File: src/pioc_pkg.sv
package pioc_pkg;
   localparam int          PIOC_W          = 16;
   localparam int          PIOC_AW         = 4;
   localparam int          PIOC_NREG       = 10;
   // Register indices
   localparam logic [3:0]  REG_ANALOG      = 4'h0;
   localparam logic [3:0]  REG_DIR         = 4'h1;
   localparam logic [3:0]  REG_LEVEL       = 4'h2;
   localparam logic [3:0]  REG_LATCH       = 4'h3;
   localparam logic [3:0]  REG_ODRAIN      = 4'h4;
   localparam logic [3:0]  REG_PULLUP      = 4'h5;
   localparam logic [3:0]  REG_PULLDN      = 4'h6;
   localparam logic [3:0]  REG_CNCTRL      = 4'h7;
   localparam logic [3:0]  REG_CNEN        = 4'h8;
   localparam logic [3:0]  REG_CNSTAT      = 4'h9;
   // Write operation codes
   localparam logic [1:0]  OP_WRITE        = 2'h0;
   localparam logic [1:0]  OP_CLEAR        = 2'h1;
   localparam logic [1:0]  OP_SET          = 2'h2;
   localparam logic [1:0]  OP_INVERT       = 2'h3;
   // Control field positions
   localparam int          CNCTRL_ON_BIT   = 15;
   localparam int          CNCTRL_SIDL_BIT = 13;
   // Reset values and control write mask
   localparam logic [15:0] RST_ANALOG      = 16'hffff;
   localparam logic [15:0] RST_DIR         = 16'hffff;
   localparam logic [15:0] RST_ZERO        = 16'h0000;
   localparam logic [15:0] CNCTRL_MASK     = 16'ha000;
endpackage : pioc_pkg

File: src/pioc_port.sv
`timescale 1ns/1ps
module pioc_port (
   input  wire logic                          clk,           // Clock
   input  wire logic                          srst,          // Sync reset
   input  wire logic                          reg_wr,        // Write strobe
   input  wire logic                          reg_rd,        // Read strobe
   input  wire logic [3:0]                    reg_idx,       // Register index
   input  wire logic [1:0]                    reg_op,        // Write/clear/set/invert
   input  wire logic [pioc_pkg::PIOC_W-1:0]   reg_wdata,     // Write data
   output logic      [pioc_pkg::PIOC_W-1:0]   reg_rdata,     // Read data
   output logic                               reg_rvalid,    // Read data valid
   input  wire logic [pioc_pkg::PIOC_W-1:0]   pin_in,        // Pin levels
   output logic      [pioc_pkg::PIOC_W-1:0]   pin_out,       // Pin drive value
   output logic      [pioc_pkg::PIOC_W-1:0]   pin_oe,        // Pin drive enable
   output logic      [pioc_pkg::PIOC_W-1:0]   pullup_on,     // Weak pull-up on
   output logic      [pioc_pkg::PIOC_W-1:0]   pulldown_on,   // Weak pull-down on
   output logic      [pioc_pkg::PIOC_W-1:0]   analog_on,     // Analog mode
   output logic                               change_irq     // Change interrupt request
);
   import pioc_pkg::*;

   ////////////////////////////////////////////////////////////////////////////
   logic [PIOC_W-1:0] analog_select;
   logic [PIOC_W-1:0] pin_direction;
   logic [PIOC_W-1:0] output_latch;
   logic [PIOC_W-1:0] open_drain_select;
   logic [PIOC_W-1:0] pullup_enable;
   logic [PIOC_W-1:0] pulldown_enable;
   logic [PIOC_W-1:0] change_notice_control;
   logic [PIOC_W-1:0] change_irq_enable;
   logic [PIOC_W-1:0] change_status;
   logic [PIOC_W-1:0] level_seen;
   logic [PIOC_W-1:0] pin_sync;
   logic [PIOC_W-1:0] pin_level;

   logic [PIOC_W-1:0] next_analog_select;
   logic [PIOC_W-1:0] next_pin_direction;
   logic [PIOC_W-1:0] next_output_latch;
   logic [PIOC_W-1:0] next_open_drain_select;
   logic [PIOC_W-1:0] next_pullup_enable;
   logic [PIOC_W-1:0] next_pulldown_enable;
   logic [PIOC_W-1:0] next_change_notice_control;
   logic [PIOC_W-1:0] next_change_irq_enable;
   logic [PIOC_W-1:0] next_change_status;
   logic [PIOC_W-1:0] next_level_seen;
   logic [PIOC_W-1:0] next_reg_rdata;
   logic              next_reg_rvalid;
   logic [PIOC_W-1:0] next_pin_out;
   logic [PIOC_W-1:0] next_pin_oe;
   logic              next_change_irq;
   logic [PIOC_W-1:0] changed;
   logic              cn_on;
   logic              level_read;
   logic [PIOC_W-1:0] next_pullup_on;
   logic [PIOC_W-1:0] next_pulldown_on;
   logic [PIOC_W-1:0] next_analog_on;

   // One write strobe per mapped register
   logic [PIOC_NREG-1:0] wr_hit;

   // Applies a plain, clear, set or invert write
   function automatic logic [PIOC_W-1:0] apply_op(input logic [PIOC_W-1:0] cur,
                                                  input logic [1:0]        op,
                                                  input logic [PIOC_W-1:0] val);
      logic [PIOC_W-1:0] res;
      res = cur;
      case (op)
         OP_WRITE:  res = val;
         OP_CLEAR:  res = cur & ~val;
         OP_SET:    res = cur | val;
         OP_INVERT: res = cur ^ val;
         default:   res = cur;
      endcase
      return res;
   endfunction : apply_op

   // True for a write strobe to the given index
   function automatic logic hit(input logic       wr,
                                input logic [3:0] idx,
                                input logic [3:0] target);
      return wr && (idx == target);
   endfunction : hit

   ////////////////////////////////////////////////////////////////////////////
   // Pin input synchroniser
   pioc_sync u_sync (
      .clk  (clk),
      .srst (srst),
      .d    (pin_in),
      .q    (pin_sync)
   );

   // Analog inputs read as low
   assign pin_level  = pin_sync & ~analog_select;
   assign cn_on      = change_notice_control[CNCTRL_ON_BIT];
   assign level_read = reg_rd && (reg_idx == REG_LEVEL);

   // Pin edge against the level one cycle earlier
   assign changed = (pin_level ^ level_seen) & {PIOC_W{cn_on}};

   ////////////////////////////////////////////////////////////////////////////
   // Write decode
   genvar r;
   generate
      for (r = 0; r < PIOC_NREG; r++) begin : g_hit
         assign wr_hit[r] = hit(reg_wr, reg_idx, 4'(r));
      end
   endgenerate

   ////////////////////////////////////////////////////////////////////////////
   // Pin control registers
   always_comb begin
      next_analog_select     = analog_select;
      next_pin_direction     = pin_direction;
      next_output_latch      = output_latch;
      next_open_drain_select = open_drain_select;
      next_pullup_enable     = pullup_enable;
      next_pulldown_enable   = pulldown_enable;
      if (wr_hit[REG_ANALOG]) begin
         next_analog_select = apply_op(analog_select, reg_op, reg_wdata);
      end
      if (wr_hit[REG_DIR]) begin
         next_pin_direction = apply_op(pin_direction, reg_op, reg_wdata);
      end
      // Level writes land in the latch
      if (wr_hit[REG_LATCH] || wr_hit[REG_LEVEL]) begin
         next_output_latch = apply_op(output_latch, reg_op, reg_wdata);
      end
      if (wr_hit[REG_ODRAIN]) begin
         next_open_drain_select = apply_op(open_drain_select, reg_op, reg_wdata);
      end
      if (wr_hit[REG_PULLUP]) begin
         next_pullup_enable = apply_op(pullup_enable, reg_op, reg_wdata);
      end
      if (wr_hit[REG_PULLDN]) begin
         next_pulldown_enable = apply_op(pulldown_enable, reg_op, reg_wdata);
      end
      if (srst) begin
         next_analog_select     = RST_ANALOG;
         next_pin_direction     = RST_DIR;
         next_output_latch      = RST_ZERO;
         next_open_drain_select = RST_ZERO;
         next_pullup_enable     = RST_ZERO;
         next_pulldown_enable   = RST_ZERO;
      end
   end

   always_ff @(posedge clk) begin
      analog_select     <= next_analog_select;
      pin_direction     <= next_pin_direction;
      output_latch      <= next_output_latch;
      open_drain_select <= next_open_drain_select;
      pullup_enable     <= next_pullup_enable;
      pulldown_enable   <= next_pulldown_enable;
   end

   ////////////////////////////////////////////////////////////////////////////
   // Change notification control registers
   always_comb begin
      next_change_notice_control = change_notice_control;
      next_change_irq_enable     = change_irq_enable;
      if (wr_hit[REG_CNCTRL]) begin
         next_change_notice_control = apply_op(change_notice_control, reg_op, reg_wdata)
                                      & CNCTRL_MASK;
      end
      if (wr_hit[REG_CNEN]) begin
         next_change_irq_enable = apply_op(change_irq_enable, reg_op, reg_wdata);
      end
      if (srst) begin
         next_change_notice_control = RST_ZERO;
         next_change_irq_enable     = RST_ZERO;
      end
   end

   always_ff @(posedge clk) begin
      change_notice_control <= next_change_notice_control;
      change_irq_enable     <= next_change_irq_enable;
   end

   ////////////////////////////////////////////////////////////////////////////
   // Change status; a level read clears it, a new edge wins
   always_comb begin
      next_level_seen    = pin_level;
      next_change_status = change_status;
      if (level_read) begin
         next_change_status = RST_ZERO;
      end
      // Set wins over the clear
      next_change_status = next_change_status | changed;
      if (srst) begin
         next_change_status = RST_ZERO;
         next_level_seen    = RST_ZERO;
      end
   end

   always_ff @(posedge clk) begin
      change_status <= next_change_status;
      level_seen    <= next_level_seen;
   end

   ////////////////////////////////////////////////////////////////////////////
   // Read port, one cycle latency
   always_comb begin
      next_reg_rvalid = reg_rd && !srst;
      next_reg_rdata  = RST_ZERO;
      if (reg_rd && !srst) begin
         // Companion reads give zero
         if (reg_op != OP_WRITE) begin
            next_reg_rdata = RST_ZERO;
         end else begin
            case (reg_idx)
               REG_ANALOG: next_reg_rdata = analog_select;
               REG_DIR:    next_reg_rdata = pin_direction;
               REG_LEVEL:  next_reg_rdata = pin_level;
               REG_LATCH:  next_reg_rdata = output_latch;
               REG_ODRAIN: next_reg_rdata = open_drain_select;
               REG_PULLUP: next_reg_rdata = pullup_enable;
               REG_PULLDN: next_reg_rdata = pulldown_enable;
               REG_CNCTRL: next_reg_rdata = change_notice_control;
               REG_CNEN:   next_reg_rdata = change_irq_enable;
               REG_CNSTAT: next_reg_rdata = change_status;
               default:    next_reg_rdata = RST_ZERO;
            endcase
         end
      end
   end

   always_ff @(posedge clk) begin
      reg_rdata  <= next_reg_rdata;
      reg_rvalid <= next_reg_rvalid;
   end

   ////////////////////////////////////////////////////////////////////////////
   // Pin drivers
   genvar g;
   generate
      for (g = 0; g < PIOC_W; g++) begin : g_pin
         always_comb begin
            // Reset releases every pin
            if (srst) begin
               next_pin_oe[g]  = 1'b0;
               next_pin_out[g] = 1'b0;
            end else if (pin_direction[g]) begin
               next_pin_oe[g]  = 1'b0;
               next_pin_out[g] = 1'b0;
            end else if (open_drain_select[g]) begin
               next_pin_oe[g]  = ~output_latch[g];
               next_pin_out[g] = 1'b0;
            end else begin
               next_pin_oe[g]  = 1'b1;
               next_pin_out[g] = output_latch[g];
            end
         end
      end
   endgenerate

   ////////////////////////////////////////////////////////////////////////////
   // Output registers; pull, analog and irq reset values forced here, pin reset in the pin drivers
   always_comb begin
      next_pullup_on   = pullup_enable;
      next_pulldown_on = pulldown_enable;
      next_analog_on   = analog_select;
      // Interrupt from enabled status bits
      next_change_irq  = |(change_status & change_irq_enable);
      if (srst) begin
         next_pullup_on   = RST_ZERO;
         next_pulldown_on = RST_ZERO;
         next_analog_on   = RST_ANALOG;
         next_change_irq  = 1'b0;
      end
   end

   always_ff @(posedge clk) begin
      pin_out     <= next_pin_out;
      pin_oe      <= next_pin_oe;
      pullup_on   <= next_pullup_on;
      pulldown_on <= next_pulldown_on;
      analog_on   <= next_analog_on;
      change_irq  <= next_change_irq;
   end
endmodule : pioc_port

File: src/pioc_sync.sv
`timescale 1ns/1ps
module pioc_sync (
   input  wire logic                      clk,   // Clock
   input  wire logic                      srst,  // Sync reset
   input  wire logic [pioc_pkg::PIOC_W-1:0] d,   // Async pins
   output logic      [pioc_pkg::PIOC_W-1:0] q    // Synced pins
);
   import pioc_pkg::*;
   logic [PIOC_W-1:0] meta;
   logic [PIOC_W-1:0] next_meta;
   logic [PIOC_W-1:0] next_q;

   always_comb begin
      next_meta = srst ? RST_ZERO : d;
      next_q    = srst ? RST_ZERO : meta;
   end

   always_ff @(posedge clk) begin
      meta <= next_meta;
      q    <= next_q;
   end
endmodule : pioc_sync

File: config.mk
export PLATFORM = sky130hd
export DESIGN_NAME = pioc_port
export DESIGN_NICKNAME = d
export VERILOG_FILES = /design/src/pioc_pkg.sv /design/src/pioc_port.sv /design/src/pioc_sync.sv
export SDC_FILE = /design/constraint.sdc
export NUM_CORES = 1
export LEC_CHECK = 0
export ABC_CLOCK_PERIOD_IN_PS = 1900
export BUFFER_PORTS_ARGS = -buffer_cell sky130_fd_sc_hd__buf_2
export CORE_MARGIN = 4
export CORE_UTILIZATION = 60
export CTS_BUF_LIST = sky130_fd_sc_hd__clkbuf_2 sky130_fd_sc_hd__clkbuf_4 sky130_fd_sc_hd__clkbuf_8
export CTS_CLUSTER_SIZE = 8
export DETAILED_ROUTE_END_ITERATION = 10
export PLACE_DENSITY_LB_ADDON = 0.05
export SLEW_MARGIN = 20
export SYNTH_ARGS = -nofsm -noshare
export SYNTH_HDL_FRONTEND = slang
export SYNTH_SLANG_ARGS = --single-unit
export TNS_END_PERCENT = 30
File: constraint.sdc
create_clock -name clk -period 1.9 [get_ports clk]
set_input_delay 0.285 -clock clk [delete_from_list [all_inputs] [get_ports clk]]
set_output_delay 0.285 -clock clk [all_outputs]
set_load 0.005 [all_outputs]
# After elaboration in Yosys (flattened, before gate mapping)

Index checks and enable logic that the tools add are counted.

Bits in registers: 276
Word-level logic and storage cells: 186
Bits in latches: 0
RAM bits: 0
Memories kept: 0
Output and inout bits: 98
Memory bits (read-only): 0
Input port bits: 42

Shift-type cells: 0
Add/sub/neg operators: 0
Reduce and logical (&&, ||, !) cells: 50
Bitwise gates (word level): 48
$mul: 0
$lt $le $gt $ge: 0
Equality and inequality tests: 12
Mux-type cells: 26
Div/mod/pow operators: 0

Operator list:

| operator             | count |
|---|---|
| $pmux W16 S4         | 8 |
| $and A16 B16 Y16     | 11 |
| $pmux W16 S10        | 1 |
| $or A16 B16 Y16      | 9 |
| $xor A16 B16 Y16     | 9 |
| $reduce_or A3 Y1     | 16 |
| $reduce_or A2 Y1     | 17 |
| $not A16 Y16         | 2 |
| $not A1 Y1           | 17 |
| $eq A4 B3 Y1 const B | 4 |
| $mux W1              | 16 |
| $mux W16             | 1 |
| $reduce_or A16 Y1    | 1 |
| $logic_and A1 B1 Y1  | 11 |
| $eq A4 B2 Y1 const B | 2 |
| $eq A4 B4 Y1 const B | 2 |
| $eq A2 B2 Y1 const B | 2 |
| $eq A4 B1 Y1 const B | 1 |
| $logic_not A4 Y1     | 1 |
| $eq A2 B1 Y1 const B | 1 |
| $logic_not A2 Y1     | 1 |
| $reduce_bool A2 Y1   | 1 |
| $logic_not A1 Y1     | 1 |
| $logic_or A1 B1 Y1   | 1 |

# Logic depth before layout (Yosys ltp)

Depth after elaboration: 5
Gate-level depth with buffers: 8
Depth with buffers taken out: 6

# Modules after synthesis

A second synthesis with hierarchy kept.

Cells, all modules: 1720
Area, all modules: 16055.4 µm²

Modules (own cells, without submodules):

| module    | cells each | times used | sequential area each (µm²) | area an instance (µm²) |
|---|---|---|---|---|
| pioc_port | 1653       | 1          | 4884.7                     | 15192.1 |
| pioc_sync | 67         | 1          | 640.6                      | 863.3 |

# Worst setup path after synthesis

Ideal clock, no wire load.

Path kind: flip-flop to flip-flop
Start point: register change_notice_control[15]
End point: register change_notice_control[15]
Clock period less this slack: 1.704 ns
Data arrival time: 1.634 ns
Library setup time: 0.071 ns
Cell stages (with the launch flop): 8
Buffers on the path: 2
Setup slack: 0.196 ns
Required time: 1.829 ns
Cell sequence: dfxtp_1 clkbuf_1 clkbuf_1 inv_1 ha_1 a21oi_1 a211o_1 a21oi_1

Cells in the longest elaborated chain, start to end: 2
Elaborated cells between the ends (all ways): 4
Those cells by class: mux: 1; bitwise: 3

Ends and longest elaborated chain:

| item                                           | RTL line         | source |
|---|---|---|
| start, declared                                | pioc_port.sv:29  | `logic [PIOC_W-1:0] change_notice_control;` |
| start signal, assigned                         | pioc_port.sv:176 | `change_notice_control <= next_change_notice_control;` |
| $xor A16 B16 Y16, or another cell as far along | pioc_port.sv:71  | `OP_INVERT: res = cur ^ val;` |
| $pmux W16 S4 *                                 | pioc_port.sv:67  | `case (op)` |

Every way passes the cells marked *; elsewhere a longest branch is shown, timed or not.
A chain may end at the register's enable or synchronous reset.

# Final worst setup path

Start point: register pulldown_enable[14]
End point: register pulldown_enable[14]

Cells in the longest elaborated chain, start to end: 2
Elaborated cells between the ends (all ways): 4
Those cells by class: mux: 1; bitwise: 3

Ends and longest elaborated chain:

| item                                           | RTL line         | source |
|---|---|---|
| start, declared                                | pioc_port.sv:28  | `logic [PIOC_W-1:0] pulldown_enable;` |
| start signal, assigned                         | pioc_port.sv:154 | `pulldown_enable <= next_pulldown_enable;` |
| $xor A16 B16 Y16, or another cell as far along | pioc_port.sv:71  |  |
| $pmux W16 S4 *                                 | pioc_port.sv:67  |  |

Marks and branches as above.

==> run metrics <==
met2 Resource Use GR=0.579; number of placed cells counting well taps=2212; Avg Vias per Cell=6.19; number of standard cells in the layout, taps in and fillers out=2316; type of the tightest min-delay check=in2reg; clock period minus final worst setup slack=1630 ps; endpoint arrival time on the critical path=2080 ps; NumNets Final=approximately 2200; count of warnings emitted by yosys=0; full die area=roughly 29000 sq um; ratio of final minimum period to clock period=0.859; critical path type=reg2reg; GPL Wtd Cong=0.958; number of placement rows=59; Root Driver=sky130_fd_sc_hd__clkbuf_8; starting density of the core=0.608; clock buffer depth=3; status=finished, final reports clean; Top Ports=140; GR Util met1=0.477; predominant post-synthesis flop cell=sky130_fd_sc_hd__dfxtp_1; Detailed Place HPWL=38200 um; number of setup violations in the final report=0; sequential cell area=5530 sq um; placed inst area=17400 sq um; vias after detailed routing=approximately 14000; largest net degree at the start of global routing=70; DIE WIDTH=171 um; global-route total usage across every layer=0.360; Final Skew=29.3 ps; fmax=0.612 GHz; residual DRC count=0; Final Hold Fails=0; number of enable-type register cells in the synthesized netlist=0; mean instance size in the synthesized netlist=9.03 sq um; synthesized netlist cell count=1755; fill cell count=between 2000 and 2500; synthesized cell area=15800 sq um; Total Power Consumption=13.5 mW; fraction of layout cells with a size suffix above 1=0.191; number of H-tree levels=2; die span in y=about 170 um; first-pass GRT wire length=between 80000 and 90000 um; Slew Limit Headroom=0.539; area of the multi-input gates=9120 sq um; detail-routed net length per standard cell=23.0 um; final non-filler cell area=18600 sq um; layer with the highest usage after global routing=met2; maximum vdd ir drop=753 uV; violation count after the first detailed-route iteration=approximately 1600; startpoint kind of the worst setup timing path=flip-flop; Reg clk slew, reported paths=60 ps; number of distinct standard cells referenced by the synthesized netlist=50; sort of element at the end of the critical path=flip-flop; data required time of the worst path=approximately 2400 ps; clock insertion delay at the later pin of the skew report=580 ps; total routed wirelength=53300 um; Max FO, Critical Path=3; peak per-stage delay on the critical path=between 400 and 500 ps; vias in the first global route=between 10000 and 15000; unrepaired setup endpoints after global routing=no; synthesis-stage register bit count=276; number of maximum-capacitance constraint violations=0; count of input and output buffers=139; worst hold path startpoint=reg_rd; ratio of total power to cell area=724 nW/um^2; library cell contributing the largest single delay on the critical path=sky130_fd_sc_hd__mux4_2; transition at the pin with the smallest max-transition slack=689 ps; number of antenna violations at the first check in global routing=2; Floorplan Core Area=26100 sq um; number of buffers created by CTS=49; number of sinks on the clock net=276; Pins Over Slew Limit=0; count of TritonRoute iterations in the first routing pass=5; sequential element share of the synthesized area=0.349; GR Util met3=0.0631; final hold slack=between 40 and 50 ps; critical register-to-register path startpoint=pulldown_enable[14]$_SDFFE_PP0P_; layout overhead on the synthesized area=17.4%; cell chain of the critical path=inv_1 -> ha_1 -> mux4_2 -> nor2_1 -> a211oi_1; launch point of the critical path=pulldown_enable[14]$_SDFFE_PP0P_; leakage dissipation=8.35 nW; synthesized netlist net count=2025; share of synthesized registers carrying an async set or reset=0; leftover overflow at the end of global routing=0; DRT antenna net count=0; CTS tree=built
critical path, delay by kind of cell (launching register included):
| family | cells | cell delay (ps) |
|---|---|---|
| multiplexers | 1 | 490 |
| buffers and inverters | 1 | 110 |
| AND/OR/NAND/NOR | 1 | 150 |
| adder cells (fa/ha/maj) | 1 | 290 |
| AO/OA/AOI/OAI | 1 | 80 |
| flip-flops | 1 | 390 |
routing by layer:
metal,wire [um],vias to the layer above
met5,13,-
met4,2630,2
met3,3690,146
met2,24400,613
met1,22500,6937
li1,-,6646
cells in the mapped netlist (31+ instances only):
| master | number | area (sq um) |
|---|---|---|
| sky130_fd_sc_hd__a21oi_1 | 101 | 505 |
| sky130_fd_sc_hd__o211ai_1 | 67 | 503 |
| sky130_fd_sc_hd__a22oi_1 | 31 | 233 |
| sky130_fd_sc_hd__nor2b_1 | 66 | 413 |
| sky130_fd_sc_hd__buf_2 | 40 | 200 |
| sky130_fd_sc_hd__inv_1 | 143 | 537 |
| sky130_fd_sc_hd__dfxtp_1 | 276 | 5530 |
| sky130_fd_sc_hd__nand2_1 | 120 | 450 |
| sky130_fd_sc_hd__nor2_1 | 120 | 450 |
| sky130_fd_sc_hd__a211o_1 | 80 | 701 |
| sky130_fd_sc_hd__a211oi_1 | 148 | 1110 |
| sky130_fd_sc_hd__clkbuf_1 | 79 | 297 |
| sky130_fd_sc_hd__ha_1 | 228 | 2850 |
metrics by stage:
stage	worst slack [ps]	TNS (ps)	util
after floorplan	196	0	-
after global routing	243	0	0.714
final	267	0	0.714
after CTS	317	0	0.714
after global placement	-168	-211	0.669
after detailed placement	-18.3	-18.3	0.669
where the power goes:
group	internal, mW	switching, mW	total [mW]
registers	5.90	0.119	6.02
logic	0.690	1.01	1.70
clock network	3.20	2.55	5.75
final cells by class:
| cell class | instances | share of cell area |
|---|---|---|
| inverters | 144 | 0.0291 |
| flip-flops and latches | 276 | 0.297 |
| diodes | 1 | 0.000134 |
| multi-input cells | 1192 | 0.490 |
| repair buffers | 281 | 0.107 |
| clock inverters | 9 | 0.00289 |
| well taps | 335 | 0.0225 |
| clock buffers | 78 | 0.0516 |
path summary, 6_finish.rpt:
kind                                 endpoint  slack [ps]  depth (start not counted)
min reg2reg           u_sync.q[15]$_SDFF_PP0_         440                          1
max reg2reg  pulldown_enable[14]$_SDFFE_PP0P_         270                          5
max          pulldown_enable[14]$_SDFFE_PP0P_         270                          5
min                        reg_rvalid$_DFF_P_          50                          2
timing repair:
action,4_1_cts,5_1_grt
endpoints found under the hold margin,16,0
buffers inserted,0,0
hold buffers,16,0
resized for setup,0,0
cell usage in the layout (no fill, tap or decap), drive strengths merged, types with 9 or more instances in the layout:
master,netlist,routed
clkbuf,79,78
buf,64,265
mux2i,17,17
xnor2,16,16
nand2b,18,18
a211o,80,80
nor2,122,122
a32oi,9,9
mux4,13,13
o22a,9,9
nand2,120,120
a31oi,11,11
inv,143,143
o211ai,67,67
dlygate4sd3,0,16
nor2b,66,66
dfxtp,276,276
nor4,16,16
nor3,20,20
ha,228,228
a221oi,14,14
o21ai,29,29
a21oi,101,101
a211oi,148,148
a22oi,31,31
cell families after synthesis:
group / count (synthesis) / synth area share
DFF: 276 / 0.349
AOI/OAI and AO/OA: 526 / 0.239
xor gates and xnor gates: 16 / 0.00884
and+or+nand+nor: 388 / 0.115
adders and majority gates: 228 / 0.180
buffers and inverters: 287 / 0.0766
muxes: 34 / 0.0321
Note: power is estimated with default switching activity, not from simulation.
